===== src/inc/tpr_pkg.sv =====
package tpr_pkg;

    localparam int CLK_PERIOD_NS = 10;

    localparam int NUM_PINS       = 10;
    localparam int NUM_ROUTES     = 13;
    localparam int NUM_DED        = 5;
    localparam int SEL_W          = 4;
    localparam int ROUTES_PER_REG = 8;
    localparam int ADDR_W         = 8;

    localparam logic [ADDR_W-1:0] OFF_PIN_OE   = 8'h00;
    localparam logic [ADDR_W-1:0] OFF_PIN_POL  = 8'h04;
    localparam logic [ADDR_W-1:0] OFF_PIN_DET  = 8'h08;
    localparam logic [ADDR_W-1:0] OFF_ROUTE_LO = 8'h0C;
    localparam logic [ADDR_W-1:0] OFF_ROUTE_HI = 8'h10;
    localparam logic [ADDR_W-1:0] OFF_STROBE   = 8'h14;
    localparam logic [ADDR_W-1:0] OFF_STATUS   = 8'h18;
    localparam logic [ADDR_W-1:0] OFF_ROUTED   = 8'h1C;

    localparam logic [SEL_W-1:0] SEL_NONE = 4'hF;

    localparam int CTL_W          = 7;
    localparam int CTL_SAMPLE_EN  = 0;
    localparam int CTL_SAMPLE_POL = 1;
    localparam int CTL_LATCH_LVL  = 2;
    localparam int CTL_HW_MODE    = 3;
    localparam int CTL_BASE_FAST  = 4;
    localparam int CTL_GO         = 5;
    localparam int CTL_PRETRIG    = 6;
    localparam logic [CTL_W-1:0] CTL_RESET = 7'h04;

    localparam int STAT_BUSY   = 16;
    localparam int STAT_SAMPLE = 17;

    localparam int SAMPLE_LEAD_NS   = 50;
    localparam int SAMPLE_LEAD_CYC  = (SAMPLE_LEAD_NS + CLK_PERIOD_NS - 1) / CLK_PERIOD_NS;
    localparam int SAMPLE_WIDTH_NS  = 400;
    localparam int SAMPLE_WIDTH_CYC = (SAMPLE_WIDTH_NS + CLK_PERIOD_NS - 1) / CLK_PERIOD_NS;
    localparam int SMP_CNT_W        = 6;

    localparam int BASE_SLOW_NS  = 10000;
    localparam int BASE_FAST_NS  = 1200;
    localparam int SLOW_HALF_CYC = BASE_SLOW_NS / CLK_PERIOD_NS / 2;
    localparam int FAST_HALF_CYC = BASE_FAST_NS / CLK_PERIOD_NS / 2;
    localparam int BURST_PULSES  = 8;
    localparam int LAT_CNT_W     = 10;
    localparam int LAT_NUM_W     = 3;

    typedef enum logic [1:0] {SMP_IDLE, SMP_LEAD, SMP_PULSE} tpr_sample_e;
    typedef enum logic [1:0] {LAT_IDLE, LAT_LOW, LAT_HIGH} tpr_latch_e;

endpackage


===== src/inc/tpr_pin_if.sv =====
`timescale 1ns/1ps
`default_nettype none

interface tpr_pin_if #(parameter int N = 10);
    logic [N-1:0] raw;
    logic [N-1:0] pol;
    logic [N-1:0] edge_mode;
    logic [N-1:0] level;
    logic [N-1:0] cond;

    modport cond_side (input raw, input pol, input edge_mode, output level, output cond);
    modport user_side (output raw, output pol, output edge_mode, input level, input cond);
endinterface

`default_nettype wire


===== src/hdl/tpr_pin_cond.sv =====
`timescale 1ns/1ps
`default_nettype none

module tpr_pin_cond #(
    parameter int N = 10
) (
    input wire logic          sys_clk,
    input wire logic          rst,
    tpr_pin_if.cond_side      bus
);

    logic [N-1:0] sync1_r;
    logic [N-1:0] sync2_r;
    logic [N-1:0] prev_r;
    logic [N-1:0] prev_nxt;

    // Polarity is applied after the synchroniser, detection after polarity
    always_comb begin
        bus.level = sync2_r ^ bus.pol;
        prev_nxt  = bus.level;
        bus.cond  = (bus.edge_mode & bus.level & ~prev_r)
                  | (~bus.edge_mode & bus.level);
    end

    always_ff @(posedge sys_clk or posedge rst) begin
        if (rst) begin
            sync1_r <= '0;
            sync2_r <= '0;
            prev_r  <= '0;
        end else begin
            sync1_r <= bus.raw;
            sync2_r <= sync1_r;
            prev_r  <= prev_nxt;
        end
    end

    genvar g;
    generate
        for (g = 0; g < N; g++) begin : g_chk
            a_edge_single: assert property (
                @(posedge sys_clk) disable iff (rst)
                bus.edge_mode[g] && bus.cond[g] ##1 bus.edge_mode[g] |-> !bus.cond[g]
            ) else $error("edge detect held longer than one cycle");

            a_level_path: assert property (
                @(posedge sys_clk) disable iff (rst)
                !bus.edge_mode[g] |-> bus.cond[g] == ($past(bus.raw[g], 2) ^ bus.pol[g])
            ) else $error("level path does not follow synchronised pin");
        end
    endgenerate

endmodule

`default_nettype wire


===== src/hdl/tpr_router.sv =====
// Register access over APB and the placing of the registers were left to the implementer.
`timescale 1ns/1ps
`default_nettype none

// Contract
// - Ten programmable function pins carry external timing control.
// - Each pin drives its own fixed internal timing signal, not selectable.
// - Five dedicated output pins carry the remaining timing signals.
// - Thirteen routed timing signals each pick their source pin independently.
// - A per-pin driver enable puts the assigned signal on the connector.
// - Each input pin has its own edge or level detection and polarity.
// - Level mode adds no pulse-width limits of its own.
// - Acquisition supports posttriggered and pretriggered sequencing modes.
// - Sample-taken strobe is output only, leading edge 50-100 ns after conversion.
// - Sample-taken strobe polarity is software selectable, normally rising.
// - Sample-taken pulse lasts 400-500 ns and is driven only when enabled.
// - Latch strobe is output only: single level or eight-pulse burst.
// - In single-pulse mode the latch strobe follows a software bit.
// - Burst timing uses a selectable 10 us or 1.2 us base clock.
// - Pin drivers are high impedance after startup.
// - Scan gate input may use level or edge, either polarity.
module tpr_router #(
    parameter int NUM_PINS   = tpr_pkg::NUM_PINS,
    parameter int NUM_ROUTES = tpr_pkg::NUM_ROUTES,
    parameter int NUM_DED    = tpr_pkg::NUM_DED
) (
    input  wire logic                      sys_clk,
    input  wire logic                      rst,
    input  wire logic                      psel,
    input  wire logic                      penable,
    input  wire logic                      pwrite,
    input  wire logic [tpr_pkg::ADDR_W-1:0] paddr,
    input  wire logic [31:0]               pwdata,
    output logic      [31:0]               prdata,
    output logic                           pready,
    output logic                           pslverr,
    input  wire logic [NUM_PINS-1:0]       pin_in,
    output logic      [NUM_PINS-1:0]       pin_out,
    output logic      [NUM_PINS-1:0]       pin_oe_n,
    input  wire logic [NUM_PINS-1:0]       pin_timing,
    input  wire logic [NUM_DED-1:0]        dedicated_timing,
    output logic      [NUM_DED-1:0]        dedicated_out,
    output logic      [NUM_ROUTES-1:0]     routed_timing,
    input  wire logic                      conv_start,
    output logic                           sample_taken_strobe,
    output logic                           sample_taken_oe_n,
    output logic                           external_latch_strobe,
    output logic                           acq_pretrig_mode
);

    localparam int A_LEAD      = tpr_pkg::SAMPLE_LEAD_CYC;
    localparam int A_WID_M1    = tpr_pkg::SAMPLE_WIDTH_CYC - 1;
    localparam int A_FAST_HALF = tpr_pkg::FAST_HALF_CYC;

    logic [NUM_PINS-1:0]                    oe_r;
    logic [NUM_PINS-1:0]                    oe_nxt;
    logic [NUM_PINS-1:0]                    pol_r;
    logic [NUM_PINS-1:0]                    pol_nxt;
    logic [NUM_PINS-1:0]                    det_r;
    logic [NUM_PINS-1:0]                    det_nxt;
    logic [NUM_ROUTES-1:0][tpr_pkg::SEL_W-1:0] sel_r;
    logic [NUM_ROUTES-1:0][tpr_pkg::SEL_W-1:0] sel_nxt;
    logic [tpr_pkg::CTL_W-1:0]              ctrl_r;
    logic [tpr_pkg::CTL_W-1:0]              ctrl_nxt;
    logic [31:0]                            prdata_r;
    logic [31:0]                            prdata_nxt;
    logic [31:0]                            rd_word;
    logic                                   go;
    logic                                   acc_wr;
    logic [NUM_ROUTES-1:0]                  routed_r;
    logic [NUM_ROUTES-1:0]                  routed_nxt;
    logic [NUM_PINS-1:0]                    pin_out_r;
    logic [NUM_DED-1:0]                     ded_out_r;

    tpr_pkg::tpr_sample_e                   smp_st_r;
    tpr_pkg::tpr_sample_e                   smp_st_nxt;
    logic [tpr_pkg::SMP_CNT_W-1:0]          smp_cnt_r;
    logic [tpr_pkg::SMP_CNT_W-1:0]          smp_cnt_nxt;
    logic                                   smp_out_r;
    logic                                   smp_out_nxt;

    tpr_pkg::tpr_latch_e                    lat_st_r;
    tpr_pkg::tpr_latch_e                    lat_st_nxt;
    logic [tpr_pkg::LAT_CNT_W-1:0]          lat_cnt_r;
    logic [tpr_pkg::LAT_CNT_W-1:0]          lat_cnt_nxt;
    logic [tpr_pkg::LAT_CNT_W-1:0]          lat_half;
    logic [tpr_pkg::LAT_NUM_W-1:0]          lat_num_r;
    logic [tpr_pkg::LAT_NUM_W-1:0]          lat_num_nxt;
    logic                                   lat_out_r;
    logic                                   lat_out_nxt;
    logic                                   lat_busy;

    logic                                   a_oe_touched_r;
    logic [3:0]                             a_fall_cnt_r;

    tpr_pin_if #(.N(NUM_PINS)) pins ();

    function automatic logic route_pick(input logic [NUM_PINS-1:0] cond,
                                        input logic [tpr_pkg::SEL_W-1:0] sel);
        if (sel < tpr_pkg::SEL_W'(NUM_PINS)) begin
            return cond[sel];
        end
        return 1'b0;
    endfunction

    function automatic logic reg_mapped(input logic [tpr_pkg::ADDR_W-1:0] a);
        return a == tpr_pkg::OFF_PIN_OE   || a == tpr_pkg::OFF_PIN_POL ||
               a == tpr_pkg::OFF_PIN_DET  || a == tpr_pkg::OFF_ROUTE_LO ||
               a == tpr_pkg::OFF_ROUTE_HI || a == tpr_pkg::OFF_STROBE ||
               a == tpr_pkg::OFF_STATUS   || a == tpr_pkg::OFF_ROUTED;
    endfunction

    // Every pin shares one conditioner bank; routes only select its results
    assign pins.raw       = pin_in;
    assign pins.pol       = pol_r;
    assign pins.edge_mode = det_r;

    tpr_pin_cond #(.N(NUM_PINS)) u_cond (
        .sys_clk (sys_clk),
        .rst     (rst),
        .bus     (pins)
    );

    // Zero wait states: read data is captured in the setup cycle
    assign acc_wr  = psel & penable & pwrite;
    assign pready  = psel & penable;
    assign pslverr = psel & penable & ~reg_mapped(paddr);
    assign prdata  = prdata_r;

    always_comb begin
        rd_word = '0;
        case (paddr)
            tpr_pkg::OFF_PIN_OE:   rd_word[NUM_PINS-1:0] = oe_r;
            tpr_pkg::OFF_PIN_POL:  rd_word[NUM_PINS-1:0] = pol_r;
            tpr_pkg::OFF_PIN_DET:  rd_word[NUM_PINS-1:0] = det_r;
            tpr_pkg::OFF_ROUTE_LO: begin
                for (int i = 0; i < tpr_pkg::ROUTES_PER_REG; i++) begin
                    rd_word[i*tpr_pkg::SEL_W +: tpr_pkg::SEL_W] = sel_r[i];
                end
            end
            tpr_pkg::OFF_ROUTE_HI: begin
                for (int i = tpr_pkg::ROUTES_PER_REG; i < NUM_ROUTES; i++) begin
                    rd_word[(i-tpr_pkg::ROUTES_PER_REG)*tpr_pkg::SEL_W +: tpr_pkg::SEL_W] = sel_r[i];
                end
            end
            tpr_pkg::OFF_STROBE:   rd_word[tpr_pkg::CTL_W-1:0] = ctrl_r;
            tpr_pkg::OFF_STATUS: begin
                rd_word[NUM_PINS-1:0]        = pins.level;
                rd_word[tpr_pkg::STAT_BUSY]   = lat_busy;
                rd_word[tpr_pkg::STAT_SAMPLE] = smp_st_r == tpr_pkg::SMP_PULSE;
            end
            tpr_pkg::OFF_ROUTED:   rd_word[NUM_ROUTES-1:0] = routed_r;
            default:               rd_word = '0;
        endcase
    end

    always_comb begin
        oe_nxt     = oe_r;
        pol_nxt    = pol_r;
        det_nxt    = det_r;
        sel_nxt    = sel_r;
        ctrl_nxt   = ctrl_r;
        go         = 1'b0;
        prdata_nxt = (psel & ~penable & ~pwrite) ? rd_word : prdata_r;
        if (acc_wr) begin
            case (paddr)
                tpr_pkg::OFF_PIN_OE:   oe_nxt  = pwdata[NUM_PINS-1:0];
                tpr_pkg::OFF_PIN_POL:  pol_nxt = pwdata[NUM_PINS-1:0];
                tpr_pkg::OFF_PIN_DET:  det_nxt = pwdata[NUM_PINS-1:0];
                tpr_pkg::OFF_ROUTE_LO: begin
                    for (int i = 0; i < tpr_pkg::ROUTES_PER_REG; i++) begin
                        sel_nxt[i] = pwdata[i*tpr_pkg::SEL_W +: tpr_pkg::SEL_W];
                    end
                end
                tpr_pkg::OFF_ROUTE_HI: begin
                    for (int i = tpr_pkg::ROUTES_PER_REG; i < NUM_ROUTES; i++) begin
                        sel_nxt[i] = pwdata[(i-tpr_pkg::ROUTES_PER_REG)*tpr_pkg::SEL_W +: tpr_pkg::SEL_W];
                    end
                end
                tpr_pkg::OFF_STROBE: begin
                    ctrl_nxt                 = pwdata[tpr_pkg::CTL_W-1:0];
                    ctrl_nxt[tpr_pkg::CTL_GO] = 1'b0;
                    go                       = pwdata[tpr_pkg::CTL_GO];
                end
                default: ;
            endcase
        end
    end

    always_ff @(posedge sys_clk or posedge rst) begin
        if (rst) begin
            oe_r     <= '0;
            pol_r    <= '0;
            det_r    <= '0;
            sel_r    <= {NUM_ROUTES{tpr_pkg::SEL_NONE}};
            ctrl_r   <= tpr_pkg::CTL_RESET;
            prdata_r <= '0;
        end else begin
            oe_r     <= oe_nxt;
            pol_r    <= pol_nxt;
            det_r    <= det_nxt;
            sel_r    <= sel_nxt;
            ctrl_r   <= ctrl_nxt;
            prdata_r <= prdata_nxt;
        end
    end

    genvar g;
    generate
        for (g = 0; g < NUM_ROUTES; g++) begin : g_route
            assign routed_nxt[g] = route_pick(pins.cond, sel_r[g]);
        end
    endgenerate

    // Fixed per-pin signals: no selector, so a pin can only show its own source
    always_ff @(posedge sys_clk or posedge rst) begin
        if (rst) begin
            routed_r  <= '0;
            pin_out_r <= '0;
            ded_out_r <= '0;
        end else begin
            routed_r  <= routed_nxt;
            pin_out_r <= pin_timing;
            ded_out_r <= dedicated_timing;
        end
    end

    assign routed_timing    = routed_r;
    assign pin_out          = pin_out_r;
    assign pin_oe_n         = ~oe_r;
    assign dedicated_out    = ded_out_r;
    assign acq_pretrig_mode = ctrl_r[tpr_pkg::CTL_PRETRIG];

    // Conversions during a running strobe are dropped; the ADC cannot restart that fast
    always_comb begin
        smp_st_nxt  = smp_st_r;
        smp_cnt_nxt = smp_cnt_r;
        unique case (smp_st_r)
            tpr_pkg::SMP_IDLE: begin
                if (conv_start) begin
                    smp_st_nxt  = tpr_pkg::SMP_LEAD;
                    smp_cnt_nxt = tpr_pkg::SMP_CNT_W'(tpr_pkg::SAMPLE_LEAD_CYC - 2);
                end
            end
            tpr_pkg::SMP_LEAD: begin
                if (smp_cnt_r == '0) begin
                    smp_st_nxt  = tpr_pkg::SMP_PULSE;
                    smp_cnt_nxt = tpr_pkg::SMP_CNT_W'(tpr_pkg::SAMPLE_WIDTH_CYC - 1);
                end else begin
                    smp_cnt_nxt = smp_cnt_r - 1'b1;
                end
            end
            tpr_pkg::SMP_PULSE: begin
                if (smp_cnt_r == '0) begin
                    smp_st_nxt = tpr_pkg::SMP_IDLE;
                end else begin
                    smp_cnt_nxt = smp_cnt_r - 1'b1;
                end
            end
        endcase
        smp_out_nxt = (smp_st_nxt == tpr_pkg::SMP_PULSE) ^ ctrl_r[tpr_pkg::CTL_SAMPLE_POL];
    end

    always_ff @(posedge sys_clk or posedge rst) begin
        if (rst) begin
            smp_st_r  <= tpr_pkg::SMP_IDLE;
            smp_cnt_r <= '0;
            smp_out_r <= 1'b0;
        end else begin
            smp_st_r  <= smp_st_nxt;
            smp_cnt_r <= smp_cnt_nxt;
            smp_out_r <= smp_out_nxt;
        end
    end

    assign sample_taken_strobe = smp_out_r;
    assign sample_taken_oe_n   = ~ctrl_r[tpr_pkg::CTL_SAMPLE_EN];

    // Base clock is read at each counter reload; changing it mid-burst takes effect from the next half period
    assign lat_half = ctrl_r[tpr_pkg::CTL_BASE_FAST] ?
                      tpr_pkg::LAT_CNT_W'(tpr_pkg::FAST_HALF_CYC) :
                      tpr_pkg::LAT_CNT_W'(tpr_pkg::SLOW_HALF_CYC);
    assign lat_busy = lat_st_r != tpr_pkg::LAT_IDLE;

    always_comb begin
        lat_st_nxt  = lat_st_r;
        lat_cnt_nxt = lat_cnt_r;
        lat_num_nxt = lat_num_r;
        unique case (lat_st_r)
            tpr_pkg::LAT_IDLE: begin
                if (go && ctrl_r[tpr_pkg::CTL_HW_MODE]) begin
                    lat_st_nxt  = tpr_pkg::LAT_LOW;
                    lat_cnt_nxt = lat_half - 1'b1;
                    lat_num_nxt = '0;
                end
            end
            tpr_pkg::LAT_LOW: begin
                if (lat_cnt_r == '0) begin
                    lat_st_nxt  = tpr_pkg::LAT_HIGH;
                    lat_cnt_nxt = lat_half - 1'b1;
                end else begin
                    lat_cnt_nxt = lat_cnt_r - 1'b1;
                end
            end
            tpr_pkg::LAT_HIGH: begin
                if (lat_cnt_r != '0) begin
                    lat_cnt_nxt = lat_cnt_r - 1'b1;
                end else if (lat_num_r == tpr_pkg::LAT_NUM_W'(tpr_pkg::BURST_PULSES - 1)) begin
                    lat_st_nxt = tpr_pkg::LAT_IDLE;
                end else begin
                    lat_st_nxt  = tpr_pkg::LAT_LOW;
                    lat_cnt_nxt = lat_half - 1'b1;
                    lat_num_nxt = lat_num_r + 1'b1;
                end
            end
        endcase
        unique case (lat_st_nxt)
            tpr_pkg::LAT_LOW:  lat_out_nxt = 1'b0;
            tpr_pkg::LAT_HIGH: lat_out_nxt = 1'b1;
            default:           lat_out_nxt = ctrl_nxt[tpr_pkg::CTL_HW_MODE] |
                                             ctrl_nxt[tpr_pkg::CTL_LATCH_LVL];
        endcase
    end

    always_ff @(posedge sys_clk or posedge rst) begin
        if (rst) begin
            lat_st_r  <= tpr_pkg::LAT_IDLE;
            lat_cnt_r <= '0;
            lat_num_r <= '0;
            lat_out_r <= 1'b1;
        end else begin
            lat_st_r  <= lat_st_nxt;
            lat_cnt_r <= lat_cnt_nxt;
            lat_num_r <= lat_num_nxt;
            lat_out_r <= lat_out_nxt;
        end
    end

    assign external_latch_strobe = lat_out_r;

    always_ff @(posedge sys_clk or posedge rst) begin
        if (rst) begin
            a_oe_touched_r <= 1'b0;
            a_fall_cnt_r   <= '0;
        end else begin
            if (acc_wr && paddr == tpr_pkg::OFF_PIN_OE) begin
                a_oe_touched_r <= 1'b1;
            end
            if (lat_out_r && !lat_out_nxt) begin
                a_fall_cnt_r <= a_fall_cnt_r + 1'b1;
            end else if (!lat_busy) begin
                a_fall_cnt_r <= '0;
            end
        end
    end

    a_pin_drive: assert property (
        @(posedge sys_clk) disable iff (rst)
        1'b1 |=> pin_out == $past(pin_timing)
    ) else $error("pin output is not its own timing signal");

    a_oe_write: assert property (
        @(posedge sys_clk) disable iff (rst)
        acc_wr && paddr == tpr_pkg::OFF_PIN_OE |=> pin_oe_n == ~$past(pwdata[NUM_PINS-1:0])
    ) else $error("pin driver enable does not follow write");

    a_startup_hiz: assert property (
        @(posedge sys_clk) disable iff (rst)
        !a_oe_touched_r |-> &pin_oe_n
    ) else $error("pin driven before software enabled it");

    a_sample_lead: assert property (
        @(posedge sys_clk) disable iff (rst)
        smp_st_r == tpr_pkg::SMP_IDLE && conv_start |-> ##A_LEAD smp_st_r == tpr_pkg::SMP_PULSE
    ) else $error("sample strobe lead time wrong");

    a_sample_width: assert property (
        @(posedge sys_clk) disable iff (rst)
        $rose(smp_st_r == tpr_pkg::SMP_PULSE) |->
            ##A_WID_M1 smp_st_r == tpr_pkg::SMP_PULSE ##1 smp_st_r != tpr_pkg::SMP_PULSE
    ) else $error("sample strobe width wrong");

    a_sample_pol: assert property (
        @(posedge sys_clk) disable iff (rst)
        $rose(smp_st_r == tpr_pkg::SMP_PULSE) |->
            sample_taken_strobe == !$past(ctrl_r[tpr_pkg::CTL_SAMPLE_POL])
    ) else $error("sample strobe active level wrong");

    a_sample_oe: assert property (
        @(posedge sys_clk) disable iff (rst)
        acc_wr && paddr == tpr_pkg::OFF_STROBE && !pwdata[tpr_pkg::CTL_SAMPLE_EN] |=> sample_taken_oe_n
    ) else $error("sample strobe driven while disabled");

    a_latch_idle: assert property (
        @(posedge sys_clk) disable iff (rst)
        lat_st_r == tpr_pkg::LAT_IDLE |->
            external_latch_strobe == (ctrl_r[tpr_pkg::CTL_HW_MODE] | ctrl_r[tpr_pkg::CTL_LATCH_LVL])
    ) else $error("latch strobe idle level wrong");

    a_latch_count: assert property (
        @(posedge sys_clk) disable iff (rst)
        $fell(lat_busy) |-> a_fall_cnt_r == 4'h8
    ) else $error("latch burst pulse count wrong");

    a_latch_fast: assert property (
        @(posedge sys_clk) disable iff (rst)
        lat_st_r == tpr_pkg::LAT_IDLE && go && ctrl_r[tpr_pkg::CTL_HW_MODE] &&
        ctrl_r[tpr_pkg::CTL_BASE_FAST] && ctrl_nxt[tpr_pkg::CTL_BASE_FAST] |->
            ##A_FAST_HALF lat_st_r == tpr_pkg::LAT_LOW ##1 lat_st_r == tpr_pkg::LAT_HIGH
    ) else $error("fast burst half period wrong");

endmodule

`default_nettype wire


===== config.mk =====
export PLATFORM = sky130hd
export DESIGN_NAME = tpr_router
export DESIGN_NICKNAME = d
export VERILOG_FILES = /design/src/inc/tpr_pkg.sv /design/src/inc/tpr_pin_if.sv /design/src/hdl/tpr_pin_cond.sv /design/src/hdl/tpr_router.sv
export SDC_FILE = /design/constraint.sdc
export NUM_CORES = 1
export LEC_CHECK = 0
export ABC_AREA = 0
export CAP_MARGIN = 20
export CORE_MARGIN = 3
export CORE_UTILIZATION = 55
export DETAILED_ROUTE_END_ITERATION = 8
export DONT_BUFFER_PORTS = 1
export PLACE_DENSITY = 0.7
export SETUP_SLACK_MARGIN = 0.5
export SYNTH_ARGS = -nofsm -noshare
export SYNTH_HDL_FRONTEND = slang
export SYNTH_SLANG_ARGS = --single-unit

===== constraint.sdc =====
create_clock -name sys_clk -period 17.4 [get_ports sys_clk]
set_clock_uncertainty 0.15 [all_clocks]
set_input_delay 0.87 -clock sys_clk [delete_from_list [all_inputs] [get_ports sys_clk]]
set_output_delay 0.87 -clock sys_clk [all_outputs]
set_load 0.02 [all_outputs]

==> out/qor.log <==
INFO  outcome        outcome=completed
INFO  critical_path  setup.worst_path.start=paddr[1]
INFO  cts            cts_tree=yes
INFO  sta            setup_viol_count_final=0
INFO  global_route   tot_gr_track_use=0.266
INFO  synthesis      yosys_register_bits=203
INFO  synthesis      syn-num-nets=894
INFO  sta            slew_viol_final=0
INFO  synthesis      yosysUniqueCellTypes=71
INFO  power_and_ir_drop switchingPower=281uW
INFO  placed_design  gp_congestion=0.932
INFO  global_route   grtUsageMet3=0.0444
INFO  global_route   grt_start_max_net_pins=121
INFO  sta            transition_time_of_the_tightest_slew_check_pin=0.966ns
INFO  cts            holdBufCountCts=0
INFO  cts            clk_path_buf_depth=3
INFO  power_and_ir_drop vdd.ir_drop.worst=0.103mV
INFO  critical_path  cp-end-kind=register
INFO  finish         most_common_library_cell_in_the_layout_ignoring_fill_and_taps=dfrtp_1
INFO  synthesis      cells_after_synth=811
INFO  global_route   grt-ovfl-total=0
INFO  die            core=17,500um2
INFO  power_and_ir_drop pwr-share-seq=0.468
INFO  global_route   grt.met2_usage=0.442
INFO  critical_path  critical_path.cell_chain=or4_4 > nor3_4 > and2_1 > nand2_4 > mux2_4
INFO  synthesis      number_of_enable_flip_flop_cells_after_synthesis=0
INFO  synthesis      syn_avg_cell_area=12.4um2
INFO  global_route   grt_pass1_wl=41,600um
INFO  detailed_routing antenna_violating_nets_post_route=0
INFO  sta            shortest_clock_period_the_worst_path_allows_after_layout=3.37ns
INFO  finish         fin_nets=895
INFO  cts            cts_buffers=23
INFO  sta            post-route-period-util=0.193
INFO  cts            postCtsSetupBuffers=0
INFO  sta            maxSlewHeadroom=0.356
INFO  run            maxCapViolCount=0
INFO  finish         layout-drive-gt1-share=0.314
INFO  placed_design  number_of_buffer_cells_added_on_primary_ports=0
INFO  finish         layout_common_cells=dfrtp_1 (149), mux2_2 (74), dfstp_2 (54)
INFO  die            die_y=141um
INFO  detailed_routing detail_route.drc_violations=0
INFO  global_route   first_global_vias=7,208
INFO  detailed_routing post_drt_via_cell_ratio=6.57
INFO  power_and_ir_drop combPwrFrac=0.090
INFO  placed_design  dp_hpwl=18,100um
INFO  die            design.die.area=19,900um2
INFO  detailed_routing routed-via-count=6,924
INFO  synthesis      dominantRegCellSynth=dfrtp_1
INFO  sta            tns=0ns
INFO  detailed_routing initialDrtViolationCount=639
INFO  cts            cts_resized=0
INFO  critical_path  max_stage_delay=0.83ns
INFO  global_route   busiest_layer=met2
INFO  detailed_routing wirelength=26,200um
INFO  finish         num_antenna_cells=0
INFO  critical_path  max_fanout_on_critical_path=32
INFO  sta            final-hold-violation-count=0
INFO  critical_path  startpoint_type=input port
INFO  die            starting_density=0.571
INFO  global_route   global_route_met1_usage=0.356
INFO  finish         area_delta_synth_final=10.1%
INFO  critical_path  r2r_start=lat_cnt_r[1]
INFO  die            fp-row-count=48
INFO  cts            cts_root_buf=clkbuf_16
INFO  power_and_ir_drop intPower=832uW
INFO  finish         fin_util=0.629
INFO  sta            achievable-frequency=297MHz
INFO  detailed_routing first_pass_iters=5
INFO  power_and_ir_drop power.clock.fraction=0.443
INFO  cts            h-tree-depth=1
INFO  synthesis      ys_warn_count=0
INFO  power_and_ir_drop p_leak=0.00491uW
INFO  global_route   grt_antenna_before_repair=1
INFO  detailed_routing routed_wire_length_per_instance=24.9um
INFO  critical_path  worst-endpoint-required=17.68ns
INFO  cts            clkSinkCount=203
INFO  die            die_w=141um
INFO  critical_path  critPathSlowestCell=and2_1
INFO  synthesis      synth_async_sr_flop_share=1.00
INFO  critical_path  worst_ep_arrival_time=3.65ns
INFO  sta            grt_setup_unrepaired=no
INFO  cts            insertion_delay=0.52ns
INFO  die            ios=147
INFO  power_and_ir_drop cellPowerDensity=101nW/um2
INFO  min_path       hp-class=in2async
INFO  synthesis      syn_area=10,000um2
INFO  cts            worst_path_clk_slew=0.06ns
INFO  synthesis      seq_area_frac_synth=0.514
INFO  power_and_ir_drop swShare=0.252
INFO  critical_path  path_class=in2reg
metrics by stage:
| stage | hold slack [ns] | total power [uW] | setup slack (ns) | instances | area [um2] |
|---|---|---|---|---|---|
| global route | 0.206 | 1150 | 13.88 | 1054 | 11000 |
| finish | 0.185 | 1110 | 14.03 | 1054 | 11000 |
| detailed placement | 0.190 | 625 | 13.53 | 1010 | 10200 |
| floorplan | 0.181 | 599 | 10.93 | 811 | 10000 |
| CTS | 0.201 | 1120 | 14.04 | 1052 | 11000 |
| global placement | 0.183 | 618 | 13.59 | 1009 | 10200 |
layer usage:
metal	part of all wire	vias to the layer above
met5	0	-
met4	0.035	0
met3	0.083	65
met2	0.49	346
met1	0.39	3538
li1	-	2975
sequential cells by signal (all words and copies together) (netlist names):
register,flops
smp_st_r,2
det_r,10
prdata,32
routed_timing,13
external_latch_strobe,1
lat_cnt_r,10
oe_r,10
smp_cnt_r,6
sample_taken_strobe,1
lat_num_r,3
sel_r,52
ctrl_r,6
u_cond.prev_r,10
pin_out,10
u_cond.sync1_r,10
dedicated_out,5
pins.pol,10
lat_st_r,2
u_cond.sync2_r,10
cells by family (layout without fill, tap and decap cells):
logic type	count (synthesis)	count (layout)	synth area share
simple gates	208	208	0.110
flops	203	203	0.514
compound gates	151	151	0.104
mux	147	147	0.214
buf+inv	78	96	0.0321
fa+ha+maj	12	12	0.0150
xor+xnor	12	12	0.0105
synthesized netlist by cell type, drive strengths merged, types with 10 or more instances:
master / instances / area, um2
dfrtp: 149 / 3730
mux2: 104 / 1280
dfstp: 54 / 1420
nand2: 54 / 210
nor2: 48 / 180
inv: 40 / 150
mux4: 34 / 766
nand2b: 31 / 194
clkbuf: 27 / 101
o21ai: 24 / 120
a21oi: 23 / 115
a31oi: 21 / 131
nand3: 21 / 110
a22oi: 14 / 110
ha: 12 / 150
buf: 11 / 70.1
a21boi: 10 / 75.1
nor2b: 10 / 62.6
xor2: 10 / 87.6
final cells by class:
| type | count | area (um2) |
|---|---|---|
| fill | 1362 | 6510 |
| sequential | 203 | 5150 |
| multi-input combinational | 530 | 4550 |
| clock buffer | 28 | 614 |
| tap | 225 | 282 |
| clock inverter | 14 | 159 |
| inverter | 40 | 158 |
| timing repair buffer | 14 | 118 |
path summary, 6_finish.rpt:
kind / to / slack, ns / depth (start not counted)
setup / recovery: sel_r[19] / 14.03 / 5
hold reg to reg: u_cond.sync2_r[1] / 0.20 / 0
min in group sys_clk: u_cond.sync2_r[1] / 0.20 / 0
hold / removal: dedicated_out[1] / 0.19 / 1
setup reg to reg: external_latch_strobe / 14.57 / 9
max in group asynchronous: sel_r[16] / 15.50 / 3
power groups by stage:
stage / registers (uW) / logic, uW / clock network (uW)
finish: 521 / 99.6 / 493
global route: 522 / 111 / 521
detailed placement: 528 / 97.0 / 0
global placement: 527 / 90.6 / 0
CTS: 520 / 97.5 / 501
floorplan: 521 / 77.8 / 0
critical path: cells and delay by family:
| kind | cells | cell delay (ns) |
|---|---|---|
| simple gates | 4 | 2.29 |
| mux | 1 | 0.46 |
(Power assumes the default switching activity.)
